==> src/inc/usart_sync_pkg.sv <==
// Constants shared by the synchronous serial port and its receive queue.
// Assumes the port runs on a 200 MHz system clock with APB register access.
package usart_sync_pkg;

  // ----------------------------------------------------------------
  // Register offsets (byte addresses on the APB)
  // ----------------------------------------------------------------
  localparam int ADDR_W = 8;
  localparam logic [7:0] CTRL_OFS = 8'h00;
  localparam logic [7:0] STATUS_OFS = 8'h04;
  localparam logic [7:0] RXDATA_OFS = 8'h08;
  localparam logic [7:0] TXDATA_OFS = 8'h0C;
  localparam logic [7:0] IRQEN_OFS = 8'h10;

  // Register index returned by the address decoder
  localparam logic [2:0] IDX_CTRL = 3'h0;
  localparam logic [2:0] IDX_STATUS = 3'h1;
  localparam logic [2:0] IDX_RXDATA = 3'h2;
  localparam logic [2:0] IDX_TXDATA = 3'h3;
  localparam logic [2:0] IDX_IRQEN = 3'h4;
  localparam logic [2:0] IDX_NONE = 3'h7;

  // ----------------------------------------------------------------
  // Control register fields
  // ----------------------------------------------------------------
  localparam int CTRL_W = 9;
  localparam int PORT_EN_BIT = 0;
  localparam int RX_NINTH_EN_BIT = 1;
  localparam int SINGLE_RX_BIT = 2;
  localparam int CONT_RX_BIT = 3;
  localparam int CLK_SRC_BIT = 4;
  localparam int CLK_POL_BIT = 5;
  localparam int TX_EN_BIT = 6;
  localparam int TX_NINTH_EN_BIT = 7;
  localparam int TX_NINTH_BIT = 8;
  localparam logic [CTRL_W-1:0] CTRL_RST = 9'h000;

  // Interrupt enable register fields
  localparam int IRQEN_W = 4;
  localparam int RX_IE_BIT = 0;
  localparam int TX_IE_BIT = 1;
  localparam int PERIPH_IE_BIT = 2;
  localparam int GLOBAL_IE_BIT = 3;
  localparam logic [IRQEN_W-1:0] IRQEN_RST = 4'h0;

  // Status register fields
  localparam int ST_OVERRUN_BIT = 0;
  localparam int ST_RX_NINTH_BIT = 1;
  localparam int ST_RX_INT_BIT = 2;
  localparam int ST_TX_INT_BIT = 3;
  localparam int ST_TX_EMPTY_BIT = 4;
  localparam int ST_RX_IDLE_BIT = 5;

  // ----------------------------------------------------------------
  // Character and queue sizes, host clock timing
  // ----------------------------------------------------------------
  localparam int CHAR_W = 9;
  localparam int QUEUE_DEPTH = 2;
  localparam logic [3:0] LAST_BIT_8 = 4'h7;
  localparam logic [3:0] LAST_BIT_9 = 4'h8;
  localparam int CLK_PERIOD_PS = 5000;
  localparam int HOST_HALF_PERIOD_PS = 24000;
  localparam int HOST_HALF_CYCLES = HOST_HALF_PERIOD_PS / CLK_PERIOD_PS;

endpackage : usart_sync_pkg

==> src/hdl/usart_rx_queue.sv <==
// Small first-in first-out queue holding received characters.
// Assumes push and pop come from logic on the same clock and reset.
`timescale 1ns/1ps
`default_nettype none

module usart_rx_queue #(
  parameter int WIDTH = usart_sync_pkg::CHAR_W,
  parameter int DEPTH = usart_sync_pkg::QUEUE_DEPTH
) (
  input wire logic clk, // System clock
  input wire logic rstn, // Active low reset, already synchronised
  input wire logic flush, // Empties the queue
  input wire logic push, // Stores pushData when not full
  input wire logic [WIDTH-1:0] pushData, // Character to store
  input wire logic pop, // Drops the oldest entry when not empty
  output logic [WIDTH-1:0] headData, // Oldest unread entry
  output logic empty, // No entry held
  output logic full // Every entry held
);

  localparam int PW = (DEPTH > 1) ? $clog2(DEPTH) : 1;

  logic [WIDTH-1:0] mem [DEPTH];
  logic [WIDTH-1:0] next_mem [DEPTH];
  logic [PW-1:0] rdPtr;
  logic [PW-1:0] next_rdPtr;
  logic [PW-1:0] wrPtr;
  logic [PW-1:0] next_wrPtr;
  logic [PW:0] count;
  logic [PW:0] next_count;
  logic doPush;
  logic doPop;

  function automatic logic [PW-1:0] bump(input logic [PW-1:0] ptr);
    if (ptr == PW'(DEPTH - 1))
    begin
      bump = '0;
    end
    else
    begin
      bump = PW'(ptr + 1'b1);
    end
  endfunction : bump

  assign empty = (count == '0);
  assign full = (count == (PW+1)'(DEPTH));
  assign headData = mem[rdPtr];
  assign doPush = push && !full;
  assign doPop = pop && !empty;

  // Pointer, count and storage update
  always_comb
  begin
    next_mem = mem;
    next_rdPtr = rdPtr;
    next_wrPtr = wrPtr;
    next_count = count;
    if (flush)
    begin
      next_rdPtr = '0;
      next_wrPtr = '0;
      next_count = '0;
    end
    else
    begin
      if (doPush)
      begin
        next_mem[wrPtr] = pushData;
        next_wrPtr = bump(wrPtr);
      end
      if (doPop)
      begin
        next_rdPtr = bump(rdPtr);
      end
      if (doPush && !doPop)
      begin
        next_count = (PW+1)'(count + 1'b1);
      end
      else if (doPop && !doPush)
      begin
        next_count = (PW+1)'(count - 1'b1);
      end
    end
  end

  // Queue state registers
  always_ff @(posedge clk or negedge rstn)
  begin
    if (!rstn)
    begin
      for (int i = 0; i < DEPTH; i++)
      begin
        mem[i] <= '0;
      end
      rdPtr <= '0;
      wrPtr <= '0;
      count <= '0;
    end
    else
    begin
      mem <= next_mem;
      rdPtr <= next_rdPtr;
      wrPtr <= next_wrPtr;
      count <= next_count;
    end
  end

endmodule : usart_rx_queue
`default_nettype wire

==> src/hdl/usart_sync_client_rx_sleep.sv <==
// Synchronous serial port: client and host shifting, two-entry receive queue,
// overrun handling, nine-bit characters and operation while the core sleeps.
// Assumes an APB master on clk; link pins arrive asynchronously from outside.
`timescale 1ns/1ps
`default_nettype none

// Notes on behaviour
// - Queue holds two characters; a third complete one sets overrun_flag.
// - While overrun_flag is set, queued data stays readable, new characters dropped.
// - overrun_flag clears only by clearing continuous_rx_enable or port_enable.
// - With rx_ninth_enable set, nine bits are shifted in per character.
// - rx_ninth_bit shows bit nine of the oldest unread character.
// - clock_source_select 0 makes the port a client on the external clock.
// - Transmit only when both receive enables are clear; otherwise receive, in client mode only with continuous_rx_enable.
// - Client transmitter shifts only on edges of host_supplied_strobe.
// - Two writes: first goes to shifter, second waits, tx_int_flag stays clear.
// - After the first word leaves, waiting word moves in and tx_int_flag sets.
// - Transmit wake needs peripheral and transmit enables; global adds vector jump.
// - Client reception ignores single_rx_enable; continuous_rx_enable governs.
// - Client receiver with continuous_rx_enable set never reports idle.
// - Only client mode shifts during sleep; host shifting stops while asleep.
// - A received word during sleep is queued, sets rx_int_flag, may wake core.
// - In sleep, a finished word pulls the held byte in and sets tx_int_flag.
// - Writing tx_holding_reg clears tx_int_flag.
// - Data changes on the leading edge, valid on trailing, one bit per cycle.
// - Receiver samples the data line on the trailing clock edge.
// - clock_polarity_select high: idle high, data changes on falling edges.
// - No start or stop bits; only data bits are clocked.
module usart_sync_client_rx_sleep #(
  parameter int HOST_HALF = usart_sync_pkg::HOST_HALF_CYCLES
) (
  input wire logic clk, // System clock, 200 MHz
  input wire logic rstn, // Asynchronous active low reset
  input wire logic psel, // APB select
  input wire logic penable, // APB access phase
  input wire logic pwrite, // APB write
  input wire logic [usart_sync_pkg::ADDR_W-1:0] paddr, // APB byte address
  input wire logic [31:0] pwdata, // APB write data
  output logic [31:0] prdata, // APB read data
  output logic pready, // APB ready
  output logic pslverr, // APB error on unmapped address
  input wire logic coreSleep, // Core is asleep
  output logic wakeUp, // Wake request to the core
  output logic irqVector, // Wake with jump to the service routine
  input wire logic strobeIn, // host_supplied_strobe pin level
  output logic strobeOut, // host_supplied_strobe drive value
  output logic strobeOe, // host_supplied_strobe drive enable
  input wire logic dataIn, // bidir_data_line pin level
  output logic dataOut, // bidir_data_line drive value
  output logic dataOe // bidir_data_line drive enable
);

  // ----------------------------------------------------------------
  // Reset release and pin synchronisers
  // ----------------------------------------------------------------
  logic rstSync1, rstn_s;
  logic strobeS1, strobeS2, strobeS3, dataS1, dataS2;

  // Reset is released through two flops
  always_ff @(posedge clk or negedge rstn)
  begin
    if (!rstn)
    begin
      rstSync1 <= 1'b0;
      rstn_s <= 1'b0;
    end
    else
    begin
      rstSync1 <= 1'b1;
      rstn_s <= rstSync1;
    end
  end

  // Two-flop synchronisers, third strobe flop keeps history for edges
  always_ff @(posedge clk or negedge rstn_s)
  begin
    if (!rstn_s)
    begin
      {strobeS1, strobeS2, strobeS3, dataS1, dataS2} <= 5'h00;
    end
    else
    begin
      strobeS1 <= strobeIn;
      strobeS2 <= strobeS1;
      strobeS3 <= strobeS2;
      dataS1 <= dataIn;
      dataS2 <= dataS1;
    end
  end

  // ----------------------------------------------------------------
  // Register access
  // ----------------------------------------------------------------
  logic [usart_sync_pkg::CTRL_W-1:0] ctrl, next_ctrl;
  logic [usart_sync_pkg::IRQEN_W-1:0] irqEn, next_irqEn;
  logic [31:0] next_prdata;
  logic popPending, next_popPending;
  logic portEn, rxNinthEn, singleRx, contRx, hostMode, clkPol, transmit_enable, txNinthEn;
  logic setupPhase, accessPhase, wrTx, contFall, rxDone, qEmpty, qFull;
  logic overrun, txFull, holdFull, txIntFlag, rxIntFlag, rxMode, txMode, rxIdle;
  logic [usart_sync_pkg::CHAR_W-1:0] qHead;
  logic [2:0] idx;

  function automatic logic [2:0] decode(input logic [usart_sync_pkg::ADDR_W-1:0] a);
    if (a == usart_sync_pkg::CTRL_OFS) decode = usart_sync_pkg::IDX_CTRL;
    else if (a == usart_sync_pkg::STATUS_OFS) decode = usart_sync_pkg::IDX_STATUS;
    else if (a == usart_sync_pkg::RXDATA_OFS) decode = usart_sync_pkg::IDX_RXDATA;
    else if (a == usart_sync_pkg::TXDATA_OFS) decode = usart_sync_pkg::IDX_TXDATA;
    else if (a == usart_sync_pkg::IRQEN_OFS) decode = usart_sync_pkg::IDX_IRQEN;
    else decode = usart_sync_pkg::IDX_NONE;
  endfunction : decode

  assign portEn = ctrl[usart_sync_pkg::PORT_EN_BIT];
  assign rxNinthEn = ctrl[usart_sync_pkg::RX_NINTH_EN_BIT];
  assign singleRx = ctrl[usart_sync_pkg::SINGLE_RX_BIT];
  assign contRx = ctrl[usart_sync_pkg::CONT_RX_BIT];
  assign hostMode = ctrl[usart_sync_pkg::CLK_SRC_BIT];
  assign clkPol = ctrl[usart_sync_pkg::CLK_POL_BIT];
  assign transmit_enable = ctrl[usart_sync_pkg::TX_EN_BIT];
  assign txNinthEn = ctrl[usart_sync_pkg::TX_NINTH_EN_BIT];
  assign idx = decode(paddr);
  assign setupPhase = psel && !penable;
  assign accessPhase = psel && penable;
  assign pready = 1'b1;
  assign pslverr = accessPhase && (idx == usart_sync_pkg::IDX_NONE);
  assign wrTx = accessPhase && pwrite && (idx == usart_sync_pkg::IDX_TXDATA);
  assign contFall = contRx && !next_ctrl[usart_sync_pkg::CONT_RX_BIT];
  // Client ignores single receive; any receive enable turns the line around
  assign rxMode = hostMode ? (singleRx || contRx) : contRx;
  assign txMode = !singleRx && !contRx && transmit_enable;
  assign rxIdle = !rxMode;
  assign rxIntFlag = !qEmpty;
  assign txIntFlag = !holdFull;

  // Register writes, read data capture in the setup phase
  always_comb
  begin
    next_ctrl = ctrl;
    next_irqEn = irqEn;
    next_prdata = prdata;
    next_popPending = 1'b0;
    if (accessPhase && pwrite && idx == usart_sync_pkg::IDX_CTRL)
    begin
      next_ctrl = pwdata[usart_sync_pkg::CTRL_W-1:0];
    end
    if (accessPhase && pwrite && idx == usart_sync_pkg::IDX_IRQEN)
    begin
      next_irqEn = pwdata[usart_sync_pkg::IRQEN_W-1:0];
    end
    if (rxDone && hostMode)
    begin
      next_ctrl[usart_sync_pkg::SINGLE_RX_BIT] = 1'b0;
    end
    if (setupPhase)
    begin
      next_prdata = 32'h0000_0000;
      if (!pwrite && idx == usart_sync_pkg::IDX_CTRL)
        next_prdata[usart_sync_pkg::CTRL_W-1:0] = ctrl;
      else if (!pwrite && idx == usart_sync_pkg::IDX_IRQEN)
        next_prdata[usart_sync_pkg::IRQEN_W-1:0] = irqEn;
      else if (!pwrite && idx == usart_sync_pkg::IDX_STATUS)
      begin
        next_prdata[usart_sync_pkg::ST_OVERRUN_BIT] = overrun;
        next_prdata[usart_sync_pkg::ST_RX_NINTH_BIT] = qHead[8] && !qEmpty;
        next_prdata[usart_sync_pkg::ST_RX_INT_BIT] = rxIntFlag;
        next_prdata[usart_sync_pkg::ST_TX_INT_BIT] = txIntFlag;
        next_prdata[usart_sync_pkg::ST_TX_EMPTY_BIT] = !txFull;
        next_prdata[usart_sync_pkg::ST_RX_IDLE_BIT] = rxIdle;
      end
      else if (!pwrite && idx == usart_sync_pkg::IDX_RXDATA)
      begin
        next_prdata[7:0] = qEmpty ? 8'h00 : qHead[7:0];
        next_popPending = !qEmpty;
      end
    end
  end

  always_ff @(posedge clk or negedge rstn_s)
  begin
    if (!rstn_s)
    begin
      ctrl <= usart_sync_pkg::CTRL_RST;
      irqEn <= usart_sync_pkg::IRQEN_RST;
      prdata <= 32'h0000_0000;
      popPending <= 1'b0;
    end
    else
    begin
      ctrl <= next_ctrl;
      irqEn <= next_irqEn;
      prdata <= next_prdata;
      popPending <= next_popPending;
    end
  end

  // ----------------------------------------------------------------
  // Link clock: host generator and edge events
  // ----------------------------------------------------------------
  logic [15:0] hostCnt, next_hostCnt;
  logic hostPhase, next_hostPhase, hostLead, next_hostLead, hostTrail, next_hostTrail;
  logic hostActive, shiftRun, leadEdge, trailEdge, clientRise, clientFall;

  // Host mode stops in sleep; client keeps shifting on the external clock
  assign shiftRun = portEn && (!hostMode || !coreSleep);
  assign hostActive = shiftRun && hostMode && (txMode ? txFull : (rxMode && !overrun));
  assign clientRise = strobeS2 && !strobeS3;
  assign clientFall = !strobeS2 && strobeS3;
  // Leading edge is rising at idle low, falling at idle high
  assign leadEdge = shiftRun && (hostMode ? hostLead : (clkPol ? clientFall : clientRise));
  assign trailEdge = shiftRun && (hostMode ? hostTrail : (clkPol ? clientRise : clientFall));

  // Half-period counter, a started cycle always finishes
  always_comb
  begin
    next_hostCnt = hostCnt;
    next_hostPhase = hostPhase;
    next_hostLead = 1'b0;
    next_hostTrail = 1'b0;
    if (!hostActive && !hostPhase)
    begin
      next_hostCnt = 16'h0000;
    end
    else if (hostCnt >= 16'(HOST_HALF - 1))
    begin
      next_hostCnt = 16'h0000;
      next_hostPhase = !hostPhase;
      next_hostLead = !hostPhase;
      next_hostTrail = hostPhase;
    end
    else
    begin
      next_hostCnt = 16'(hostCnt + 1'b1);
    end
  end

  always_ff @(posedge clk or negedge rstn_s)
  begin
    if (!rstn_s)
    begin
      hostCnt <= 16'h0000;
      hostPhase <= 1'b0;
      hostLead <= 1'b0;
      hostTrail <= 1'b0;
    end
    else
    begin
      hostCnt <= next_hostCnt;
      hostPhase <= next_hostPhase;
      hostLead <= next_hostLead;
      hostTrail <= next_hostTrail;
    end
  end

  // ----------------------------------------------------------------
  // Transmitter: holding register and shifter
  // ----------------------------------------------------------------
  logic [8:0] txShift, next_txShift, holdData, next_holdData;
  logic [3:0] txBitCnt, next_txBitCnt;
  logic next_txFull, next_holdFull, txAdvance, next_txAdvance;

  always_comb
  begin
    next_txShift = txShift;
    next_holdData = holdData;
    next_txBitCnt = txBitCnt;
    next_txFull = txFull;
    next_holdFull = holdFull;
    next_txAdvance = txAdvance;
    // Host samples on the trailing edge; last bit ends the word
    if (trailEdge && txMode && txFull)
    begin
      if (txBitCnt == (txNinthEn ? usart_sync_pkg::LAST_BIT_9 : usart_sync_pkg::LAST_BIT_8))
      begin
        next_txFull = 1'b0;
        next_txBitCnt = 4'h0;
        next_txAdvance = 1'b0;
      end
      else
      begin
        next_txBitCnt = 4'(txBitCnt + 1'b1);
        next_txAdvance = 1'b1;
      end
    end
    // Next bit appears on the leading edge
    if (leadEdge && txMode && txAdvance)
    begin
      next_txShift = {1'b0, txShift[8:1]};
      next_txAdvance = 1'b0;
    end
    // Waiting word moves into an empty shifter, freeing the holding register
    if (holdFull && !txFull)
    begin
      next_txShift = holdData;
      next_txFull = 1'b1;
      next_txBitCnt = 4'h0;
      next_txAdvance = 1'b0;
      next_holdFull = 1'b0;
    end
    // A write refills the holding register and wins over the move
    if (wrTx)
    begin
      next_holdData = {ctrl[usart_sync_pkg::TX_NINTH_BIT], pwdata[7:0]};
      next_holdFull = 1'b1;
    end
    if (!portEn)
    begin
      next_txFull = 1'b0;
      next_holdFull = 1'b0;
      next_txBitCnt = 4'h0;
      next_txAdvance = 1'b0;
    end
  end

  always_ff @(posedge clk or negedge rstn_s)
  begin
    if (!rstn_s)
    begin
      txShift <= 9'h000;
      holdData <= 9'h000;
      txBitCnt <= 4'h0;
      txFull <= 1'b0;
      holdFull <= 1'b0;
      txAdvance <= 1'b0;
    end
    else
    begin
      txShift <= next_txShift;
      holdData <= next_holdData;
      txBitCnt <= next_txBitCnt;
      txFull <= next_txFull;
      holdFull <= next_holdFull;
      txAdvance <= next_txAdvance;
    end
  end

  // ----------------------------------------------------------------
  // Receiver: shifter, overrun and queue
  // ----------------------------------------------------------------
  logic [8:0] rxShift, next_rxShift;
  logic [3:0] rxBitCnt, next_rxBitCnt;
  logic next_overrun, qPush;

  assign rxDone = trailEdge && rxMode && !overrun && (rxBitCnt ==
    (rxNinthEn ? usart_sync_pkg::LAST_BIT_9 : usart_sync_pkg::LAST_BIT_8));
  assign qPush = rxDone && !qFull;

  always_comb
  begin
    next_rxShift = rxShift;
    next_rxBitCnt = rxBitCnt;
    next_overrun = overrun;
    // Overrun clears only when continuous receive drops or the port is off
    if (contFall || !portEn)
    begin
      next_overrun = 1'b0;
    end
    if (!rxMode || !portEn)
    begin
      next_rxBitCnt = 4'h0;
    end
    else if (trailEdge && !overrun)
    begin
      if (rxBitCnt == 4'h0)
      begin
        next_rxShift = 9'h000;
      end
      next_rxShift[rxBitCnt] = dataS2;
      next_rxBitCnt = rxDone ? 4'h0 : 4'(rxBitCnt + 1'b1);
    end
    // A third complete character sets overrun, winning over any clear
    if (rxDone && qFull)
    begin
      next_overrun = 1'b1;
    end
  end

  always_ff @(posedge clk or negedge rstn_s)
  begin
    if (!rstn_s)
    begin
      rxShift <= 9'h000;
      rxBitCnt <= 4'h0;
      overrun <= 1'b0;
    end
    else
    begin
      rxShift <= next_rxShift;
      rxBitCnt <= next_rxBitCnt;
      overrun <= next_overrun;
    end
  end

  usart_rx_queue #(
    .WIDTH(usart_sync_pkg::CHAR_W),
    .DEPTH(usart_sync_pkg::QUEUE_DEPTH)
  ) rxQueue (
    .clk(clk),
    .rstn(rstn_s),
    .flush(!portEn),
    .push(qPush),
    .pushData(next_rxShift),
    .pop(popPending && accessPhase),
    .headData(qHead),
    .empty(qEmpty),
    .full(qFull)
  );

  // ----------------------------------------------------------------
  // Pin drivers and wake outputs
  // ----------------------------------------------------------------
  logic next_dataOut, next_dataOe, next_strobeOut, next_strobeOe, next_wakeUp, next_irqVector;

  always_comb
  begin
    next_dataOut = txFull ? txShift[0] : 1'b1;
    next_dataOe = portEn && txMode;
    next_strobeOut = clkPol ^ hostPhase;
    next_strobeOe = portEn && hostMode;
    next_wakeUp = (rxIntFlag && irqEn[usart_sync_pkg::RX_IE_BIT]) ||
      (txIntFlag && txFull && irqEn[usart_sync_pkg::TX_IE_BIT] &&
       irqEn[usart_sync_pkg::PERIPH_IE_BIT]);
    next_irqVector = next_wakeUp && irqEn[usart_sync_pkg::GLOBAL_IE_BIT];
  end

  always_ff @(posedge clk or negedge rstn_s)
  begin
    if (!rstn_s)
    begin
      dataOut <= 1'b1;
      dataOe <= 1'b0;
      strobeOut <= 1'b0;
      strobeOe <= 1'b0;
      wakeUp <= 1'b0;
      irqVector <= 1'b0;
    end
    else
    begin
      dataOut <= next_dataOut;
      dataOe <= next_dataOe;
      strobeOut <= next_strobeOut;
      strobeOe <= next_strobeOe;
      wakeUp <= next_wakeUp;
      irqVector <= next_irqVector;
    end
  end

endmodule : usart_sync_client_rx_sleep
`default_nettype wire

==> config.mk <==
export PLATFORM = sky130hd
export DESIGN_NAME = usart_sync_client_rx_sleep
export DESIGN_NICKNAME = d
export VERILOG_FILES = /design/src/inc/usart_sync_pkg.sv /design/src/hdl/usart_rx_queue.sv /design/src/hdl/usart_sync_client_rx_sleep.sv
export SDC_FILE = /design/constraint.sdc
export NUM_CORES = 1
export LEC_CHECK = 0
export ABC_AREA = 1
export BUFFER_PORTS_ARGS = -buffer_cell sky130_fd_sc_hd__buf_2
export CAP_MARGIN = 20
export CORE_UTILIZATION = 25
export DETAILED_ROUTE_END_ITERATION = 7
export PLACE_DENSITY = 0.45
export SLEW_MARGIN = 5
export SYNTH_ARGS = -nofsm -noshare
export SYNTH_HDL_FRONTEND = slang
export SYNTH_HIERARCHICAL = 1
export SYNTH_SLANG_ARGS = --single-unit
==> constraint.sdc <==
create_clock -name clk -period 4 [get_ports clk]
set_input_delay 0.4 -clock clk [delete_from_list [all_inputs] [get_ports clk]]
set_output_delay 0.4 -clock clk [all_outputs]
set_load 0.02 [all_outputs]
Word level (Yosys, flattened, before mapping)
Index checks and enable logic that the tools add are counted.
- bits in registers: 116
- bits in latches: 0
- bits in writable memories: 0
- ROM bits: 0
- input port bits: 48
- output and inout port bits: 40
- word-level logic and storage cells: 240
- memories kept: 0
- add/sub/neg operators: 7
- $mul: 0
- div/mod/pow operators: 0
- magnitude comparators: 6
- equality and inequality tests: 19
- shift-type cells: 0
- muxes and demuxes: 81
- bitwise gates (word level): 4
- reductions and logical operators: 86
- operator list (cell ; count):
    $mux W9 ; 11
    $logic_and A1 B1 Y1 ; 50
    $mux W4 ; 12
    $mux W1 ; 39
    $mux W16 ; 2
    $mux W8 ; 3
    $logic_not A1 Y1 ; 20
    $bwmux W18 ; 1
    $add A16 B1 Y16 const B ; 1
    $eq A8 B4 Y1 const B ; 2
    $ge A16 B2 Y1 const B ; 1
    $mux W3 ; 4
    $ne A3 B1 Y1 const B ; 4
    $mux W2 ; 5
    $bwmux W9 ; 1
    $demux W9 S1 ; 1
    $add A4 B1 Y4 const B ; 2
    $eq A4 B4 Y1 ; 2
    $eq A8 B3 Y1 const B ; 1
    $eq A8 B5 Y1 const B ; 1
    $logic_not A8 Y1 ; 1
    $reduce_bool A2 Y1 ; 4
    $eq A3 B2 Y1 const B ; 2
    $eq A3 B3 Y1 const B ; 2
    other kinds (21) ; 31

Logic depth before layout (Yosys ltp)
- word-level depth: 15
- depth in mapped cells: 13
- depth with buffers taken out: 13

By module
The synthesis kept the hierarchy.
- by module, submodules not included (module ; instances ; cells an instance ; area an instance (um^2) ; sequential area each (um^2)):
    usart_sync_client_rx_sleep ; 1 ; 552 ; 4704.5 ; 2353.5
    usart_rx_queue ; 1 ; 132 ; 1101.1 ; 550.5

Least setup slack after synthesis
No wires, ideal clock.
- path type: register -> register
- from: reg ctrl[4] (netlist name)
- to: reg rxQueue/mem[7] (netlist name)
- library setup time: 0.118 ns
- data arrival time: 1.830 ns
- required time: 3.882 ns
- setup slack: 2.052 ns
- stages on the path, launching flop included: 13
- buffers on the path: 2
- period minus slack after synthesis: 1.948 ns
- cells stage by stage: dfrtp_1 > nand2_1 > nand2_2 > nor2_4 > nand4_2 > buf_6 > nor3_2 > inv_1 > a21oi_4 > nand3_4 > buf_6 > nand2_1 > o21ai_2
- word-level cells in the longest chain between the ends: 10
- elaborated cells on any way between the ends: 18
- classes of those cells: mux: 5; reduce/logical: 13
- RTL lines (element ; RTL line ; source):
    start: declaration ; usart_sync_client_rx_sleep.sv:94 ; logic [usart_sync_pkg::CTRL_W-1:0] ctrl, next_ctrl;
    start signal: assignment ; usart_sync_client_rx_sleep.sv:182 ; ctrl <= usart_sync_pkg::CTRL_RST;
    start signal: assignment ; usart_sync_client_rx_sleep.sv:189 ; ctrl <= next_ctrl;
    $logic_not A1 Y1 ; usart_sync_client_rx_sleep.sv:204 ; assign shiftRun = portEn && (!hostMode || !coreSleep);
    $logic_or A1 B1 Y1 ; usart_sync_client_rx_sleep.sv:204 ;
    $logic_and A1 B1 Y1 ; usart_sync_client_rx_sleep.sv:204 ;
    $logic_and A1 B1 Y1 ; usart_sync_client_rx_sleep.sv:210 ; assign trailEdge = shiftRun && (hostMode ? hostTrail : (clkPol ? clientRise : clientFall));
    $logic_and A1 B1 Y1 (*) (3 in series) ; usart_sync_client_rx_sleep.sv:343 ; assign rxDone = trailEdge && rxMode && !overrun && (rxBitCnt ==
    $logic_and A1 B1 Y1 (*) ; usart_sync_client_rx_sleep.sv:345 ; assign qPush = rxDone && !qFull;
    net qPush ; usart_sync_client_rx_sleep.sv:341 ; logic next_overrun, qPush;
    $logic_and A1 B1 Y1 (*) ; usart_rx_queue.sv:48 ; assign doPush = push && !full;
    $reduce_and A2 Y1 (no source line) (*) ; n/a ;
    end signal: assignment ; usart_rx_queue.sv:101 ; mem <= next_mem;
    end: declaration ; usart_rx_queue.sv:23 ; logic [WIDTH-1:0] mem [DEPTH];
Mark *: on every way through the listed nets, which the timed path passes. The rest lies on a longest branch.
A chain may end at the register's enable or synchronous reset.

Final worst setup path
- from: reg ctrl[4] (netlist name)
- to: reg rxQueue/mem[16] (netlist name)
The elaborated chain is that of the path after synthesis.

==> impl_metrics.csv <==
group,metric,value,unit
pwr,switching_share,0.218,
run_status,outcome,"finished clean",
placed_design,place_area,6270,sq um
finish,layout_commonest_cell,"nand2_1",
setup_path,cp_max_fo,19,
clock_tree,numCtsBuffers,17,
pwr,internal_power,2.23,mW
yosys,yosys.area.top_type,"dfrtp_1",
clock_tree,clockBufferDepth,2,
sta,rsz0062_at_grt,"false",
clock_tree,cts-root-buf,"clkbuf_16",
drt,drt-wirelength-per-cell,12.6,um
sta,setup_tns,0,ps
yosys,yosys_warnings,6,
global_routing,antenna_found_initial,0,
pwr,power_leakage,3.44,nW
clock_tree,cts_resized,0,
finish,fill_cells,2456,
yosys,ys_ff_latch,116,
sta,finalMaxSlewViolations,0,
sta,final-setup-viol-count,0,
drt,drt.antenna.violating_nets,0,
setup_path,arrival,2800,ps
global_routing,grt_max_degree,115,
job,drv_cap,0,
die,die_y,154,um
sta,fin_crit,2510,ps
worst_hold_path,hp-start,"strobeIn",
die,die-area,23800,sq um
clock_tree,cts_tree,"built",
pwr,clockPowerShare,0.541,
sta,timing.final.crit_share,0.627,
placed_design,dp_hpwl,9240,um
drt,drt_first_pass_iters,5,
clock_tree,cts.sinks,116,
die,rows,55,
sta,worst_pin_slew,716,ps
yosys,netlist_top_cells_area,"dfrtp_1, nand2_1, nand3_1",
die,initial_utilization,0.256,
drt,vias_per_cell,4.16,
global_routing,grt_pass1_vias,4141,
placed_design,gp_congestion,0.772,
finish,area_growth,18.6,%
clock_tree,htree_levels,4,
drt,drc,0,
setup_path,crit_required,4290,ps
finish,fin_util,0.303,
yosys,syn_area,5810,sq um
die,ios,88,
finish,design_area,6890,sq um
global_routing,gr-total-overflow,0,
sta,skew,11.3,ps
yosys,syn_inst,684,
yosys,yosys.area.top_type_share,0.496,
setup_path,crit_start,"ctrl[4]",
placed_design,io_buffers,40,
yosys,synth_cell_type_count,38,
global_routing,grt_use_total,0.120,
yosys,ys_seq_area_frac,0.500,
die,die_x,154,um
die,coreArea,22700,sq um
yosys,synth_area_per_cell,8.49,sq um
sta,finalHoldViolCount,0,
pwr,power_density,415,nW/um^2
sta,fmax,399,MHz
pwr,combPwrFrac,0.039,
setup_path,critPathCaptureType,"flip-flop",
pwr,ir_worst_vdd,0.259,mV
clock_tree,clk_pin_slew_worst_paths,50,ps
setup_path,r2r_slack,1490,ps
finish,final_cell_mix,"nand2_1, dfrtp_1, inv_1",
setup_path,worstSetupPathType,"flip-flop to flip-flop",
drt,first_iter_violations,261,
setup_path,r2r-start,"ctrl[4]",
pwr,pwr-share-seq,0.420,
finish,drive_above_1_share,0.191,
clock_tree,insertion_delay,420,ps
drt,drt-total-wl,13200,um
sta,worst_slew_margin_rel,0.521,
drt,vias,4348,
global_routing,grt_pass1_wl,21900,um
finish,fin_nets,800,
finish,n_antenna_cell,0,
setup_path,worst_setup_path_start_kind,"flip-flop",
pwr,p_sw,623,uW
worst_hold_path,min-delay-path-class,"input port to flip-flop",
-- repair_timing --
action                                 in CTS  in global routing
endpoints found under the hold margin       2                  0
hold buffers                                1                  0
setup buffers                               0                  0
-- power by group through the flow --
stage | sequential, mW | clock, mW | combinational, mW
finish | 1.20 | 1.54 | 0.111
global route | 1.20 | 1.64 | 0.127
CTS | 1.20 | 1.58 | 0.114
detailed placement | 1.22 | 0 | 0.114
global placement | 1.22 | 0 | 0.114
floorplan | 1.23 | 0 | 0.0753
-- cells in the mapped netlist (all sizes together) --
cell type / instances
nand3b: 3
nand3: 56
dfstp: 1
nand2: 215
nand4: 21
conb: 2
a21boi: 1
clkbuf: 5
or2: 2
ha: 6
nor3b: 1
o211ai: 1
mux2: 2
xor2: 6
a21oi: 6
nor2: 62
o21ai: 69
xnor2: 2
dfrtp: 115
buf: 34
inv: 66
o21bai: 1
nor3: 7
-- cells by family after synthesis --
| group | count (synthesis) | synth area share |
|---|---|---|
| AND/OR/NAND/NOR | 367 | 0.288 |
| adder cells (fa/ha/maj) | 6 | 0.0129 |
| flip-flops | 116 | 0.500 |
| buffers and inverters | 105 | 0.0912 |
| multiplexers | 2 | 0.00517 |
| XOR/XNOR | 8 | 0.0121 |
| other | 2 | 0.00129 |
| AO/OA/AOI/OAI | 78 | 0.0892 |
-- state kept, by name, summed over array words and instances, names as in the netlist, 2 cells and up --
register / flops
ctrl: 9
holdData: 9
hostCnt: 16
irqEn: 4
prdata: 9
rxBitCnt: 4
rxQueue/count: 2
rxQueue/mem: 18
rxShift: 9
txBitCnt: 4
txShift: 9
-- layout make-up --
| class | count | area, sq um | share of cell area |
|---|---|---|---|
| clock inverters | 7 | 93.8 | 0.0136 |
| well taps | 285 | 357 | 0.0518 |
| repair buffers | 45 | 253 | 0.0367 |
| clock buffers | 25 | 515 | 0.0749 |
| inverters | 66 | 248 | 0.0360 |
| flip-flops and latches | 116 | 2910 | 0.422 |
| multi-input cells | 500 | 2510 | 0.365 |
-- metal layers --
layer  GRT usage  part of all wire
met3      0.0308             0.034
met4      0.0424            0.0096
met2       0.179              0.43
met1       0.166              0.52
met5           0                 0
-- critical path, cell delays in order (launching register included) --
cell,delay [ps]
dfrtp_1,480
nand2_1,150
nand2_2,90
nor2_4,120
nand4_2,370
nor3_2,320
inv_1,110
a21oi_4,190
nand2_2,310
nand2_1,170
o21ai_2,60
-- through the flow --
step,power [mW],setup slack [ps],hold WS (ps),std cells
3_3_place_gp,1.33,1470,187,1011
3_5_place_dp,1.33,1460,189,1011
4_1_cts,2.90,1460,72.2,1044
2_1_floorplan,1.31,531,104,721
5_1_grt,2.96,1230,75.5,1044
6_report,2.85,1490,94.4,1044
-- path summary, 6_finish.rpt --
path,to,depth (start not counted)
worst max-delay path,rxQueue/mem[16],10
worst min-delay path,strobeS1,1
worst max register to register,rxQueue/mem[16],10
worst min register to register,rstn_s,0
max in group asynchronous,ctrl[8],1
min in group asynchronous,rstn_s,2
No activity file was read; power rests on OpenSTA's default activity.
